===== src/verilog/rbt_pkg.sv =====
`default_nettype none
package rbt_pkg;
  // data path width
  localparam int unsigned DATA_W = 8;
  // wishbone register offsets (byte addresses)
  localparam logic [3:0] OFF_CAPTURE = 4'h0;
  localparam logic [3:0] OFF_CONTROL = 4'h4;
  localparam logic [3:0] OFF_SWCAP   = 4'h8;
  // field positions
  localparam int unsigned CAP_A_LSB     = 0;
  localparam int unsigned CAP_B_LSB     = 8;
  localparam int unsigned CTL_AB_EN     = 0;
  localparam int unsigned CTL_BA_EN_N   = 1;
  localparam int unsigned CTL_AB_SEL    = 2;
  localparam int unsigned CTL_BA_SEL    = 3;
  localparam int unsigned CTL_A_CLK     = 4;
  localparam int unsigned CTL_B_CLK     = 5;
  localparam int unsigned SWCAP_A       = 0;
  localparam int unsigned SWCAP_B       = 1;
  // values after reset
  localparam logic [7:0]  CAP_RESET     = 8'h00;
  localparam logic [31:0] RDATA_RESET   = 32'h0000_0000;
endpackage
`default_nettype wire


===== src/verilog/rbt_transceiver.sv =====
// Implementation choices: the Wishbone register port and the register addresses.
`default_nettype none
// Notes on behaviour
// rising edge of each capture clock loads its port into its register, always.
// select low passes live opposite-port data, high passes stored register value.
// switching select never glitches driven outputs; outputs come from flip-flops.
// a-to-b enable high drives port b; b-to-a enable low drives port a.
// a-to-b enabled, select low: port b shows live port a.
// a-to-b enabled, select high: port b shows a-side register.
// b-to-a enabled, select low: port a shows live port b.
// b-to-a enabled, select high: port a shows b-side register.
// both enabled, both selects high: each port driven from opposite register.
// both enabled live: each output reinforces its own input, holding last state.
// with select low, both capture clocks may rise together, loading same data.
// with select high, outside logic must stagger the two capture edges.
// eight-bit ports and registers; capture edges sampled on the system clock.
module rbt_transceiver #(
  parameter int unsigned WIDTH = rbt_pkg::DATA_W
) (
  // system
  input  wire logic             clk_i,
  input  wire logic             rst_i,
  // port a lines
  input  wire logic [WIDTH-1:0] port_a_lines_i,
  output logic      [WIDTH-1:0] port_a_lines_o,
  output logic                  port_a_lines_oe_n_o,
  // port b lines
  input  wire logic [WIDTH-1:0] port_b_lines_i,
  output logic      [WIDTH-1:0] port_b_lines_o,
  output logic                  port_b_lines_oe_n_o,
  // bus control
  input  wire logic             a_to_b_drive_enable_i,
  input  wire logic             b_to_a_drive_enable_n_i,
  input  wire logic             a_to_b_source_select_i,
  input  wire logic             b_to_a_source_select_i,
  input  wire logic             a_capture_clock_i,
  input  wire logic             b_capture_clock_i,
  // wishbone slave
  input  wire logic             cyc_i,
  input  wire logic             stb_i,
  input  wire logic             we_i,
  input  wire logic [3:0]       adr_i,
  input  wire logic [3:0]       sel_i,
  input  wire logic [31:0]      dat_i,
  output logic      [31:0]      dat_o,
  output logic                  ack_o
);

  // elaboration check: the data path is fixed at eight bits
  if (WIDTH != 8) begin : g_width_check
    $error("rbt_transceiver: WIDTH must be 8");
  end

  ////////////////////////////////////////////////////////////////////////////
  // capture clock edge detection

  logic             a_clk_q, b_clk_q;
  logic             a_rise, b_rise;
  logic [WIDTH-1:0] a_reg_q, b_reg_q;
  logic             sw_cap_a, sw_cap_b;

  // previous level of each capture clock
  always_ff @(posedge clk_i) begin
    if (rst_i) begin
      a_clk_q <= 1'b0;
      b_clk_q <= 1'b0;
    end else begin
      a_clk_q <= a_capture_clock_i;
      b_clk_q <= b_capture_clock_i;
    end
  end

  // rising transitions seen in the system clock domain
  assign a_rise = a_capture_clock_i & ~a_clk_q;
  assign b_rise = b_capture_clock_i & ~b_clk_q;

  ////////////////////////////////////////////////////////////////////////////
  // capture registers

  // load regardless of enables and selects
  always_ff @(posedge clk_i) begin
    if (rst_i) begin
      a_reg_q <= rbt_pkg::CAP_RESET;
      b_reg_q <= rbt_pkg::CAP_RESET;
    end else begin
      if (a_rise || sw_cap_a) a_reg_q <= port_a_lines_i;
      if (b_rise || sw_cap_b) b_reg_q <= port_b_lines_i;
    end
  end

  ////////////////////////////////////////////////////////////////////////////
  // output path

  logic [WIDTH-1:0] b_src, a_src;

  // source selection: low live, high stored
  assign b_src = a_to_b_source_select_i ? a_reg_q : port_a_lines_i;
  assign a_src = b_to_a_source_select_i ? b_reg_q : port_b_lines_i;

  // registered data and enables, so a select change cannot glitch
  always_ff @(posedge clk_i) begin
    if (rst_i) begin
      port_b_lines_o      <= '0;
      port_a_lines_o      <= '0;
      port_b_lines_oe_n_o <= 1'b1;
      port_a_lines_oe_n_o <= 1'b1;
    end else begin
      port_b_lines_o      <= b_src;
      port_a_lines_o      <= a_src;
      port_b_lines_oe_n_o <= ~a_to_b_drive_enable_i;
      port_a_lines_oe_n_o <= b_to_a_drive_enable_n_i;
    end
  end

  ////////////////////////////////////////////////////////////////////////////
  // wishbone slave

  logic        req, wr_hit;
  logic [31:0] rd_mux;

  assign req      = cyc_i & stb_i & ~ack_o;
  assign wr_hit   = req & we_i & sel_i[0] & (adr_i == rbt_pkg::OFF_SWCAP);
  assign sw_cap_a = wr_hit & dat_i[rbt_pkg::SWCAP_A];
  assign sw_cap_b = wr_hit & dat_i[rbt_pkg::SWCAP_B];

  // read decode, unmapped reads as zero
  always_comb begin
    rd_mux = rbt_pkg::RDATA_RESET;
    unique case (adr_i)
      rbt_pkg::OFF_CAPTURE: begin
        rd_mux[rbt_pkg::CAP_A_LSB +: 8] = a_reg_q;
        rd_mux[rbt_pkg::CAP_B_LSB +: 8] = b_reg_q;
      end
      rbt_pkg::OFF_CONTROL: begin
        rd_mux[rbt_pkg::CTL_AB_EN]   = a_to_b_drive_enable_i;
        rd_mux[rbt_pkg::CTL_BA_EN_N] = b_to_a_drive_enable_n_i;
        rd_mux[rbt_pkg::CTL_AB_SEL]  = a_to_b_source_select_i;
        rd_mux[rbt_pkg::CTL_BA_SEL]  = b_to_a_source_select_i;
        rd_mux[rbt_pkg::CTL_A_CLK]   = a_capture_clock_i;
        rd_mux[rbt_pkg::CTL_B_CLK]   = b_capture_clock_i;
      end
      default: rd_mux = rbt_pkg::RDATA_RESET;
    endcase
  end

  // one-cycle ack, read data registered with it
  always_ff @(posedge clk_i) begin
    if (rst_i) begin
      ack_o <= 1'b0;
      dat_o <= rbt_pkg::RDATA_RESET;
    end else begin
      ack_o <= req;
      if (req && !we_i) dat_o <= rd_mux;
    end
  end

  ////////////////////////////////////////////////////////////////////////////
  // assertions

  a_a_capture_load: assert property (@(posedge clk_i) disable iff (rst_i)
    a_rise |=> a_reg_q == $past(port_a_lines_i))
    else $error("a-side register missed a capture edge");

  a_b_capture_load: assert property (@(posedge clk_i) disable iff (rst_i)
    b_rise |=> b_reg_q == $past(port_b_lines_i))
    else $error("b-side register missed a capture edge");

  a_reg_hold: assert property (@(posedge clk_i) disable iff (rst_i)
    (!a_rise && !sw_cap_a) |=> $stable(a_reg_q))
    else $error("a-side register changed without an edge");

  a_b_drive_en: assert property (@(posedge clk_i) disable iff (rst_i)
    ##1 port_b_lines_oe_n_o == !$past(a_to_b_drive_enable_i))
    else $error("port b enable does not follow a-to-b enable");

  a_a_drive_en: assert property (@(posedge clk_i) disable iff (rst_i)
    ##1 port_a_lines_oe_n_o == $past(b_to_a_drive_enable_n_i))
    else $error("port a enable does not follow b-to-a enable");

  a_b_live: assert property (@(posedge clk_i) disable iff (rst_i)
    (a_to_b_drive_enable_i && !a_to_b_source_select_i)
      |=> !port_b_lines_oe_n_o && port_b_lines_o == $past(port_a_lines_i))
    else $error("port b not driven with live port a");

  a_b_stored: assert property (@(posedge clk_i) disable iff (rst_i)
    (a_to_b_drive_enable_i && a_to_b_source_select_i)
      |=> port_b_lines_o == $past(a_reg_q))
    else $error("port b not driven with a-side register");

  a_a_live: assert property (@(posedge clk_i) disable iff (rst_i)
    (!b_to_a_drive_enable_n_i && !b_to_a_source_select_i)
      |=> !port_a_lines_oe_n_o && port_a_lines_o == $past(port_b_lines_i))
    else $error("port a not driven with live port b");

  a_a_stored: assert property (@(posedge clk_i) disable iff (rst_i)
    (!b_to_a_drive_enable_n_i && b_to_a_source_select_i)
      |=> port_a_lines_o == $past(b_reg_q))
    else $error("port a not driven with b-side register");

  a_both_stored: assert property (@(posedge clk_i) disable iff (rst_i)
    (a_to_b_drive_enable_i && !b_to_a_drive_enable_n_i
     && a_to_b_source_select_i && b_to_a_source_select_i)
      |=> !port_a_lines_oe_n_o && !port_b_lines_oe_n_o
          && port_a_lines_o == $past(b_reg_q) && port_b_lines_o == $past(a_reg_q))
    else $error("dual stored transfer wrong");

  a_joint_store: assert property (@(posedge clk_i) disable iff (rst_i)
    (a_rise && b_rise && port_a_lines_i == port_b_lines_i)
      |=> a_reg_q == b_reg_q)
    else $error("simultaneous capture loaded different data");

  a_wb_ack: assert property (@(posedge clk_i) disable iff (rst_i)
    (cyc_i && stb_i && !ack_o) |=> ack_o ##1 !ack_o)
    else $error("wishbone ack not a single cycle pulse");

  ////////////////////////////////////////////////////////////////////////////
  // register path, select switching and readback checks

  // b-side register holds between capture events
  a_b_reg_hold: assert property (@(posedge clk_i) disable iff (rst_i)
    (!b_rise && !sw_cap_b) |=> $stable(b_reg_q))
    else $error("b-side register changed without an edge");

  // port b select change lands cleanly on the next registered value
  a_b_sel_clean: assert property (@(posedge clk_i) disable iff (rst_i)
    $changed(a_to_b_source_select_i)
      |=> port_b_lines_o == ($past(a_to_b_source_select_i) ? $past(a_reg_q)
                                                            : $past(port_a_lines_i)))
    else $error("port b wrong across a select change");

  // port a select change lands cleanly on the next registered value
  a_a_sel_clean: assert property (@(posedge clk_i) disable iff (rst_i)
    $changed(b_to_a_source_select_i)
      |=> port_a_lines_o == ($past(b_to_a_source_select_i) ? $past(b_reg_q)
                                                            : $past(port_b_lines_i)))
    else $error("port a wrong across a select change");

  // both directions live: each output follows the other port's level
  a_loop_both: assert property (@(posedge clk_i) disable iff (rst_i)
    (a_to_b_drive_enable_i && !b_to_a_drive_enable_n_i
     && !a_to_b_source_select_i && !b_to_a_source_select_i)
      |=> port_b_lines_o == $past(port_a_lines_i)
          && port_a_lines_o == $past(port_b_lines_i))
    else $error("live loop does not reinforce both ports");

  // disabled port b is released while its data keeps tracking
  a_b_released: assert property (@(posedge clk_i) disable iff (rst_i)
    (!a_to_b_drive_enable_i && !a_to_b_source_select_i)
      |=> port_b_lines_oe_n_o && port_b_lines_o == $past(port_a_lines_i))
    else $error("port b not released while disabled");

  // disabled port a is released while its data keeps tracking
  a_a_released: assert property (@(posedge clk_i) disable iff (rst_i)
    (b_to_a_drive_enable_n_i && !b_to_a_source_select_i)
      |=> port_a_lines_oe_n_o && port_a_lines_o == $past(port_b_lines_i))
    else $error("port a not released while disabled");

  // software strobe loads the a-side register
  a_sw_cap_a: assert property (@(posedge clk_i) disable iff (rst_i)
    sw_cap_a |=> a_reg_q == $past(port_a_lines_i))
    else $error("software capture missed the a-side register");

  // software strobe loads the b-side register
  a_sw_cap_b: assert property (@(posedge clk_i) disable iff (rst_i)
    sw_cap_b |=> b_reg_q == $past(port_b_lines_i))
    else $error("software capture missed the b-side register");

  // capture readback shows both registers with the ack
  a_wb_cap_read: assert property (@(posedge clk_i) disable iff (rst_i)
    (req && !we_i && adr_i == rbt_pkg::OFF_CAPTURE)
      |=> ack_o && dat_o == {16'h0000, $past(b_reg_q), $past(a_reg_q)})
    else $error("capture readback wrong");

  // control readback reflects the live control levels
  a_wb_ctl_read: assert property (@(posedge clk_i) disable iff (rst_i)
    (req && !we_i && adr_i == rbt_pkg::OFF_CONTROL)
      |=> dat_o == {26'h0, $past(b_capture_clock_i), $past(a_capture_clock_i),
                    $past(b_to_a_source_select_i), $past(a_to_b_source_select_i),
                    $past(b_to_a_drive_enable_n_i), $past(a_to_b_drive_enable_i)})
    else $error("control readback wrong");

  // strobe and unmapped places read as zero
  a_wb_blank_read: assert property (@(posedge clk_i) disable iff (rst_i)
    (req && !we_i && adr_i != rbt_pkg::OFF_CAPTURE
     && adr_i != rbt_pkg::OFF_CONTROL)
      |=> dat_o == rbt_pkg::RDATA_RESET)
    else $error("unmapped readback not zero");

  // both ports driven from the stored registers at once
  c_both_stored: cover property (@(posedge clk_i) disable iff (rst_i)
    a_to_b_drive_enable_i && !b_to_a_drive_enable_n_i
    && a_to_b_source_select_i && b_to_a_source_select_i);

  c_live_both: cover property (@(posedge clk_i) disable iff (rst_i)
    a_to_b_drive_enable_i && !b_to_a_drive_enable_n_i
    && !a_to_b_source_select_i && !b_to_a_source_select_i);

  c_joint_edges: cover property (@(posedge clk_i) disable iff (rst_i)
    a_rise && b_rise);

  c_sel_switch: cover property (@(posedge clk_i) disable iff (rst_i)
    a_to_b_drive_enable_i && $changed(a_to_b_source_select_i));

endmodule
`default_nettype wire


===== config.mk =====
export PLATFORM = sky130hd
export DESIGN_NAME = rbt_transceiver
export DESIGN_NICKNAME = d
export VERILOG_FILES = /design/src/verilog/rbt_pkg.sv /design/src/verilog/rbt_transceiver.sv
export SDC_FILE = /design/constraint.sdc
export NUM_CORES = 1
export LEC_CHECK = 0
export BUFFER_PORTS_ARGS = -buffer_cell sky130_fd_sc_hd__clkbuf_2
export CAP_MARGIN = 25
export CORE_MARGIN = 8
export CORE_UTILIZATION = 46
export DETAILED_ROUTE_END_ITERATION = 8
export GPL_TIMING_DRIVEN = 0
export HOLD_SLACK_MARGIN = 0.15
export PLACE_DENSITY = 0.87
export REMOVE_ABC_BUFFERS = 1
export SLEW_MARGIN = 20
export SYNTH_ARGS = -nofsm -noshare
export SYNTH_HDL_FRONTEND = slang
export SYNTH_SLANG_ARGS = --single-unit

===== constraint.sdc =====
create_clock -name clk_i -period 3.4 [get_ports clk_i]
set_clock_uncertainty 0.1 [all_clocks]
set_input_delay 0.17 -clock clk_i [delete_from_list [all_inputs] [get_ports clk_i]]
set_output_delay 0.17 -clock clk_i [all_outputs]
set_load 0.02 [all_outputs]

==> impl_metrics.env, run 1 <==
export IMPL_status="complete, no violations"
export IMPL_synth_top_area_frac=0.517
export IMPL_r2r_cells=4
export IMPL_rsz0062_at_grt="no"
export IMPL_cts_root_buf="clkbuf_8"
export IMPL_synth_cell_type_count=26
export IMPL_core_area_um2=4320
export IMPL_fmax_mhz=502
export IMPL_worst_path_stages=5
export IMPL_fp_dieW_um=82.8
export IMPL_netlist_area_um2=2050
export IMPL_avgSynthCellArea_um2=11.0
export IMPL_final_common_cell="clkbuf_2"
export IMPL_clkTransAtPathRegs_ns=0.09
export IMPL_drc=0
export IMPL_end_kind="register"
export IMPL_min_path_type="input port to register"
export IMPL_max_stage_delay_ns=0.64
export IMPL_cts_buffers_inserted=5
export IMPL_leakage_nw=1.26
export IMPL_io_pins=118
export IMPL_initial_core_util=0.475
export IMPL_clock_sinks=53
export IMPL_crit_start="adr_i[3]"
export IMPL_cts_max_level=2
export IMPL_power_density_nw_per_um2=469
export IMPL_final_layout_size_suffix_gt1_frac=0.326
export IMPL_setup_viol=0
export IMPL_grt_usage=0.146
export IMPL_numPortBuffers=68
export IMPL_synthSimpleGateAreaFrac=0.138
export IMPL_placedInstanceArea_um2=2350
export IMPL_die_h_um=82.8
export IMPL_critical_path_top_delay_family="simple AND/OR/NAND/NOR gates"
export IMPL_gp_congestion=0.761
export IMPL_cts_buffer_depth=2
export IMPL_worst_ep_arrival_time_ns=2.13
export IMPL_finalHoldViolCount=0
export IMPL_setup_total_negative_slack_ns=0
export IMPL_synth_top_family_by_area="compound AO/OA/AOI/OAI gates"
export IMPL_cp_max_fo=10
export IMPL_antenna_found_initial=0
export IMPL_critPathBufInv=2
export IMPL_dr_pass1_iters=4
export IMPL_maxCapViolCount=0
export IMPL_synthMuxAreaShare=0.111
export IMPL_drt_vias_per_instance=4.99
export IMPL_drt_wl_total_um=5140
export IMPL_path_cells="dlygate4sd3_1 > clkbuf_2 > nor3_2 > nor4b_4 > a22o_1"
export IMPL_design_area_um2=2700
export IMPL_slew_headroom=0.440
export IMPL_peakVddDrop_mv=0.209
export IMPL_drt_iter0_markers=24
export IMPL_post_route_period_util=0.585
export IMPL_yosysSeqAreaShare=0.517
export IMPL_cp_required_ns=3.54
export IMPL_crit_path_start_kind="input port"
export IMPL_fin_nets=342
export IMPL_antenna_left=0
export IMPL_synthXorXnorAreaFrac=0
export IMPL_fin_hold_ws_ns=0.168
export IMPL_grt_pass1_wl_um=8360
export IMPL_fin_total_pwr_mw=1.26
export IMPL_globalRouteOverflowTotal=0
export IMPL_wire_per_inst_um=15.7
export IMPL_synth_compound_area_share=0.151
export IMPL_final_cell_mix="clkbuf_2, dfxtp_1, a22o_1, dlygate4sd3_1, nor2_1"
export IMPL_die_area_um2=6860
export IMPL_antenna_cells=0
export IMPL_worstSetupEndpoint="dat_o[9]"
export IMPL_area_delta_synth_final_pct=31.3
export IMPL_cts_tree="yes"
export IMPL_worst_pin_slew_ns=0.836
export IMPL_timing_rr_end="dat_o[9]"
export IMPL_drv_slew=0
export IMPL_clk_latency_ns=0.29
export IMPL_crit_slowest_cell="nor4b_4"
export IMPL_num_rows=24
export IMPL_hpwl_um=3620
export IMPL_grt_pass1_vias=1749
export IMPL_fillCellCount=411
export IMPL_vias=1636
export IMPL_r2r_slack_ns=1.57
export IMPL_syn_inst=186
export IMPL_yosysWarnings=0
export IMPL_timing_rr_start="ack_o"
export IMPL_grt_max_degree=36
export IMPL_yosysTopAreaCell="dfxtp_1"
export IMPL_synthAdderAreaFrac=0
export IMPL_synth_area_top_cells="dfxtp_1, a22o_1, mux2i_1"
export IMPL_fin_crit_ns=1.99
export IMPL_crit_type="input port to register"
export IMPL_yosys_register_bits=53
export IMPL_ctsResizeCount=0
==> power by group <==
part / internal (mW) / switching [mW]
clock: 0.240 / 0.193
combinational: 0.0735 / 0.0963
sequential: 0.646 / 0.0132
total: 0.960 / 0.303
==> sequential cells by signal, summed over array words and instances (netlist names) <==
register             cells
a_clk_q                  1
a_reg_q                  8
ack_o                    1
b_clk_q                  1
b_reg_q                  8
dat_o                   16
port_a_lines_o           8
port_a_lines_oe_n_o      1
port_b_lines_o           8
port_b_lines_oe_n_o      1
==> worst reg2reg max path: stages (launching register included) <==
cell      delay, ns
dfxtp_1        0.34
nand3b_4       0.18
or2_1          0.34
nor4b_4        0.60
a22o_1         0.23
==> Yosys cell counts <==
cell type / instances
dfxtp_1: 53
a22o_1: 26
nor2_1: 20
buf_4: 18
mux2i_1: 16
nand2_1: 7
a21oi_1: 6
mux2_2: 6
nand3_1: 6
nand2b_1: 5
clkbuf_1: 4
a31oi_1: 2
nor2b_1: 2
o22ai_4: 2
or3b_2: 2
buf_2: 1
buf_6: 1
conb_1: 1
nand3b_4: 1
nand4b_1: 1
nor3_1: 1
nor3_2: 1
nor4b_4: 1
or2_1: 1
or2_2: 1
or3_4: 1
==> layout make-up <==
class,count,area (um^2),share of cell area
sequential,53,1060,0.394
timing repair buffer,91,571,0.212
tap,52,65.1,0.0241
clock buffer,7,86.3,0.0320
multi-input combinational,124,882,0.327
clock inverter,1,30.0,0.0111
==> per-stage QoR <==
| stage | utilization | cells | worst slack, ns |
|---|---|---|---|
| CTS | 0.623 | 328 | 1.42 |
| finish | 0.623 | 328 | 1.41 |
| global placement | 0.543 | 297 | 1.45 |
| floorplan | - | 177 | 1.80 |
| detailed placement | 0.543 | 297 | 1.41 |
| global route | 0.623 | 328 | 1.34 |
==> routing by layer <==
metal  part of all wire  vias to the layer above  GRT usage
li1                   -                      808          -
met1               0.43                      768      0.164
met2               0.50                       55      0.252
met3              0.055                        5     0.0400
met4              0.013                        0     0.0575
met5                  0                        -          0
==> how the worst min path moves through the flow <==
stage                                      from                  end  depth (start not counted)
after floorplan                           rst_i             dat_o[0]                          1
after global placement    a_to_b_drive_enable_i  port_b_lines_oe_n_o                          2
after detailed placement  a_to_b_drive_enable_i  port_b_lines_oe_n_o                          2
after CTS                              adr_i[0]             dat_o[4]                          4
after global routing                   adr_i[1]             dat_o[0]                          4
final                                  adr_i[0]             dat_o[4]                          4
==> kinds of logic after synthesis <==
| logic type | Yosys count |
|---|---|
| AOI/OAI and AO/OA | 36 |
| buffers and inverters | 24 |
| DFF | 53 |
| muxes | 22 |
| other | 1 |
| and+or+nand+nor | 50 |
==> timing repair <==
item	in CTS	in global routing
hold buffers	23	0
endpoints found under the hold margin	41	0
endpoints found under the setup margin	0	0
buffers inserted	0	0
Note: power is estimated with default switching activity, not from simulation.
==> inputs of run 2 (changes only) <==
--- a/config.mk
+++ b/config.mk
@@ -8,11 +8,11 @@
 export BUFFER_PORTS_ARGS = -buffer_cell sky130_fd_sc_hd__clkbuf_2
 export CAP_MARGIN = 25
 export CORE_MARGIN = 8
-export CORE_UTILIZATION = 46
+export CORE_UTILIZATION = 39
 export DETAILED_ROUTE_END_ITERATION = 8
 export GPL_TIMING_DRIVEN = 0
 export HOLD_SLACK_MARGIN = 0.15
-export PLACE_DENSITY = 0.87
+export PLACE_DENSITY = 0.79
 export REMOVE_ABC_BUFFERS = 1
 export SLEW_MARGIN = 20
 export SYNTH_ARGS = -nofsm -noshare
==> constraint.sdc (replaced) <==
create_clock -name clk_i -period 1.7 [get_ports clk_i]
set_clock_uncertainty 0.1 [all_clocks]
set_input_delay 0.085 -clock clk_i [delete_from_list [all_inputs] [get_ports clk_i]]
set_output_delay 0.085 -clock clk_i [all_outputs]
set_load 0.02 [all_outputs]
==> run 2 against run 1 <==
Net effect: the flow now finishes with violations (setup timing); worst hold slack improved by 0.0041 ns; cell count increased by 7.3%; total power increased by 90%; setup slack got worse by 1.4 ns; design area increased by 2.6%; register-to-register slack got worse by 1.5 ns.
==> impl_metrics.env, run 2 (same netlist as run 1, synthesis figures left out) <==
export IMPL_status="complete, but fails checks"
export IMPL_violations="setup timing"
export IMPL_hpwl_um=3480
export IMPL_grt_pass1_wl_um=8310
export IMPL_fin_nets=348
export IMPL_slew_headroom=0.420
export IMPL_dr_pass1_iters=4
export IMPL_clock_sinks=53
export IMPL_final_layout_size_suffix_gt1_frac=0.340
export IMPL_initial_core_util=0.402
export IMPL_worst_ep_arrival_time_ns=1.85
export IMPL_critical_path_top_delay_family="compound AO/OA/AOI/OAI gates"
export IMPL_final_common_cell="clkbuf_2"
export IMPL_ff_latch_area_um2=1060
export IMPL_cts_buffers_inserted=5
export IMPL_seqPwrFrac=0.550
export IMPL_maxCapViolCount=0
export IMPL_setup_total_negative_slack_ns=-0.00124
export IMPL_drt_vias_per_instance=4.64
export IMPL_leakage_nw=1.28
export IMPL_cts_buffer_depth=2
export IMPL_cp_required_ns=1.85
export IMPL_fillCellCount=484
export IMPL_clkTransAtPathRegs_ns=0.09
export IMPL_cts_max_level=2
export IMPL_grt_max_degree=36
export IMPL_crit_top_cell="nand2b_1"
export IMPL_comb_power_share=0.146
export IMPL_core_area_um2=5110
export IMPL_p_switching_mw=0.648
export IMPL_rsz0062_at_grt="yes"
export IMPL_worst_pin_slew_ns=0.866
export IMPL_fin_ws_ns=-0.00124
export IMPL_cts_root_buf="clkbuf_8"
export IMPL_io_pins=118
export IMPL_die_area_um2=7840
export IMPL_clk_latency_ns=0.31
export IMPL_cp_max_fo=8
export IMPL_path_cells="dlygate4sd3_1 > clkbuf_2 > nand2b_1 > nand2b_1 > a31oi_1 > a22o_1"
export IMPL_grt_usage=0.137
export IMPL_drc=0
export IMPL_drv_slew=0
export IMPL_finalHoldViolCount=0
export IMPL_switching_share=0.270
export IMPL_final_cell_mix="clkbuf_2, dfxtp_1, dlygate4sd3_1, a22o_1, nor2_1"
export IMPL_grt_pass1_vias=1696
export IMPL_max_stage_delay_ns=0.65
export IMPL_cts_tree="yes"
export IMPL_peakVddDrop_mv=0.321
export IMPL_crit_path_start_kind="input port"
export IMPL_end_kind="register"
export IMPL_antenna_left=0
export IMPL_area_delta_synth_final_pct=34.7
export IMPL_globalRouteOverflowTotal=0
export IMPL_fmax_mhz=588
export IMPL_multiInputGateArea_um2=896
export IMPL_min_path_type="input port to register"
export IMPL_antenna_cells=0
export IMPL_gp_congestion=0.749
export IMPL_wire_per_inst_um=14.5
export IMPL_fp_dieW_um=88.6
export IMPL_antenna_found_initial=0
export IMPL_num_rows=26
export IMPL_regMostFlops="dat_o"
export IMPL_crit_slowest_cell="a31oi_1"
export IMPL_drt_iter0_markers=62
export IMPL_fin_crit_ns=1.70
export IMPL_power_internal_mw=1.75
export IMPL_power_density_nw_per_um2=867
export IMPL_largest_register_ffs=16
export IMPL_pwr_share_clk=0.304
export IMPL_pre_cts_ws_ns=-0.202
export IMPL_crit_type="input port to register"
export IMPL_dp_cells=315
export IMPL_numPortBuffers=68
export IMPL_setup_viol=1
export IMPL_fin_cells=352
export IMPL_drt_wl_total_um=5090
export IMPL_post_route_period_util=1.00
export IMPL_die_h_um=88.6
export IMPL_critPathBufInv=2
export IMPL_vias=1635
## run 2: area by class of cell
| class | instances | share of cell area |
|---|---|---|
| Sequential cell | 53 | 0.384 |
| Clock buffer | 5 | 0.0249 |
| Timing Repair Buffer | 97 | 0.226 |
| Tap cell | 70 | 0.0317 |
| Multi-Input combinational cell | 124 | 0.324 |
| Clock inverter | 3 | 0.00950 |
## run 2: metrics by stage
stage | power (mW) | utilization | hold slack, ns | area [um^2]
after global routing | 2.51 | 0.541 | 0.176 | 2770
after CTS | 2.42 | 0.539 | 0.170 | 2750
after global placement | 1.64 | 0.464 | 0.158 | 2370
after floorplan | 1.51 | - | 0.0541 | 1940
after detailed placement | 1.64 | 0.464 | 0.163 | 2370
final | 2.40 | 0.541 | 0.172 | 2770
## run 2: worst reg2reg max path, cell delays in order (launching register included)
cell      delay, ns
dfxtp_1        0.34
nand3b_4       0.18
or3b_2         0.49
o22ai_4        0.26
a22o_1         0.20
## run 2: routing by layer
metal | track usage | share of wire
met5 | 0 | 0
met3 | 0.0371 | 0.065
met2 | 0.227 | 0.50
met1 | 0.166 | 0.43
met4 | 0.0461 | 0.011
## run 2: final timing paths
kind | from | to | slack (ns) | depth (start not counted)
worst max register to register | ack_o | a_reg_q[7] | 0.07 | 4
worst min register to register | dat_o[3] | dat_o[3] | 0.36 | 2
worst max-delay path | a_capture_clock_i | a_reg_q[7] | -0.001 | 6
worst min-delay path | a_to_b_source_select_i | port_b_lines_o[4] | 0.17 | 3
## run 2: power groups by stage
stage / clock network, mW / logic (mW) / registers [mW]
6_report: 0.728 / 0.349 / 1.32
4_1_cts: 0.752 / 0.346 / 1.32
5_1_grt: 0.804 / 0.383 / 1.33
2_1_floorplan: 0 / 0.139 / 1.38
3_3_place_gp: 0 / 0.292 / 1.34
3_5_place_dp: 0 / 0.296 / 1.35
## run 2: what timing repair did
item,in CTS,in global routing
hold buffers,27,0
endpoints found under the setup margin,10,26
endpoints found under the hold margin,43,0
resized for setup,1,3
pin swaps,1,1
cloned,0,0
setup buffers,2,0
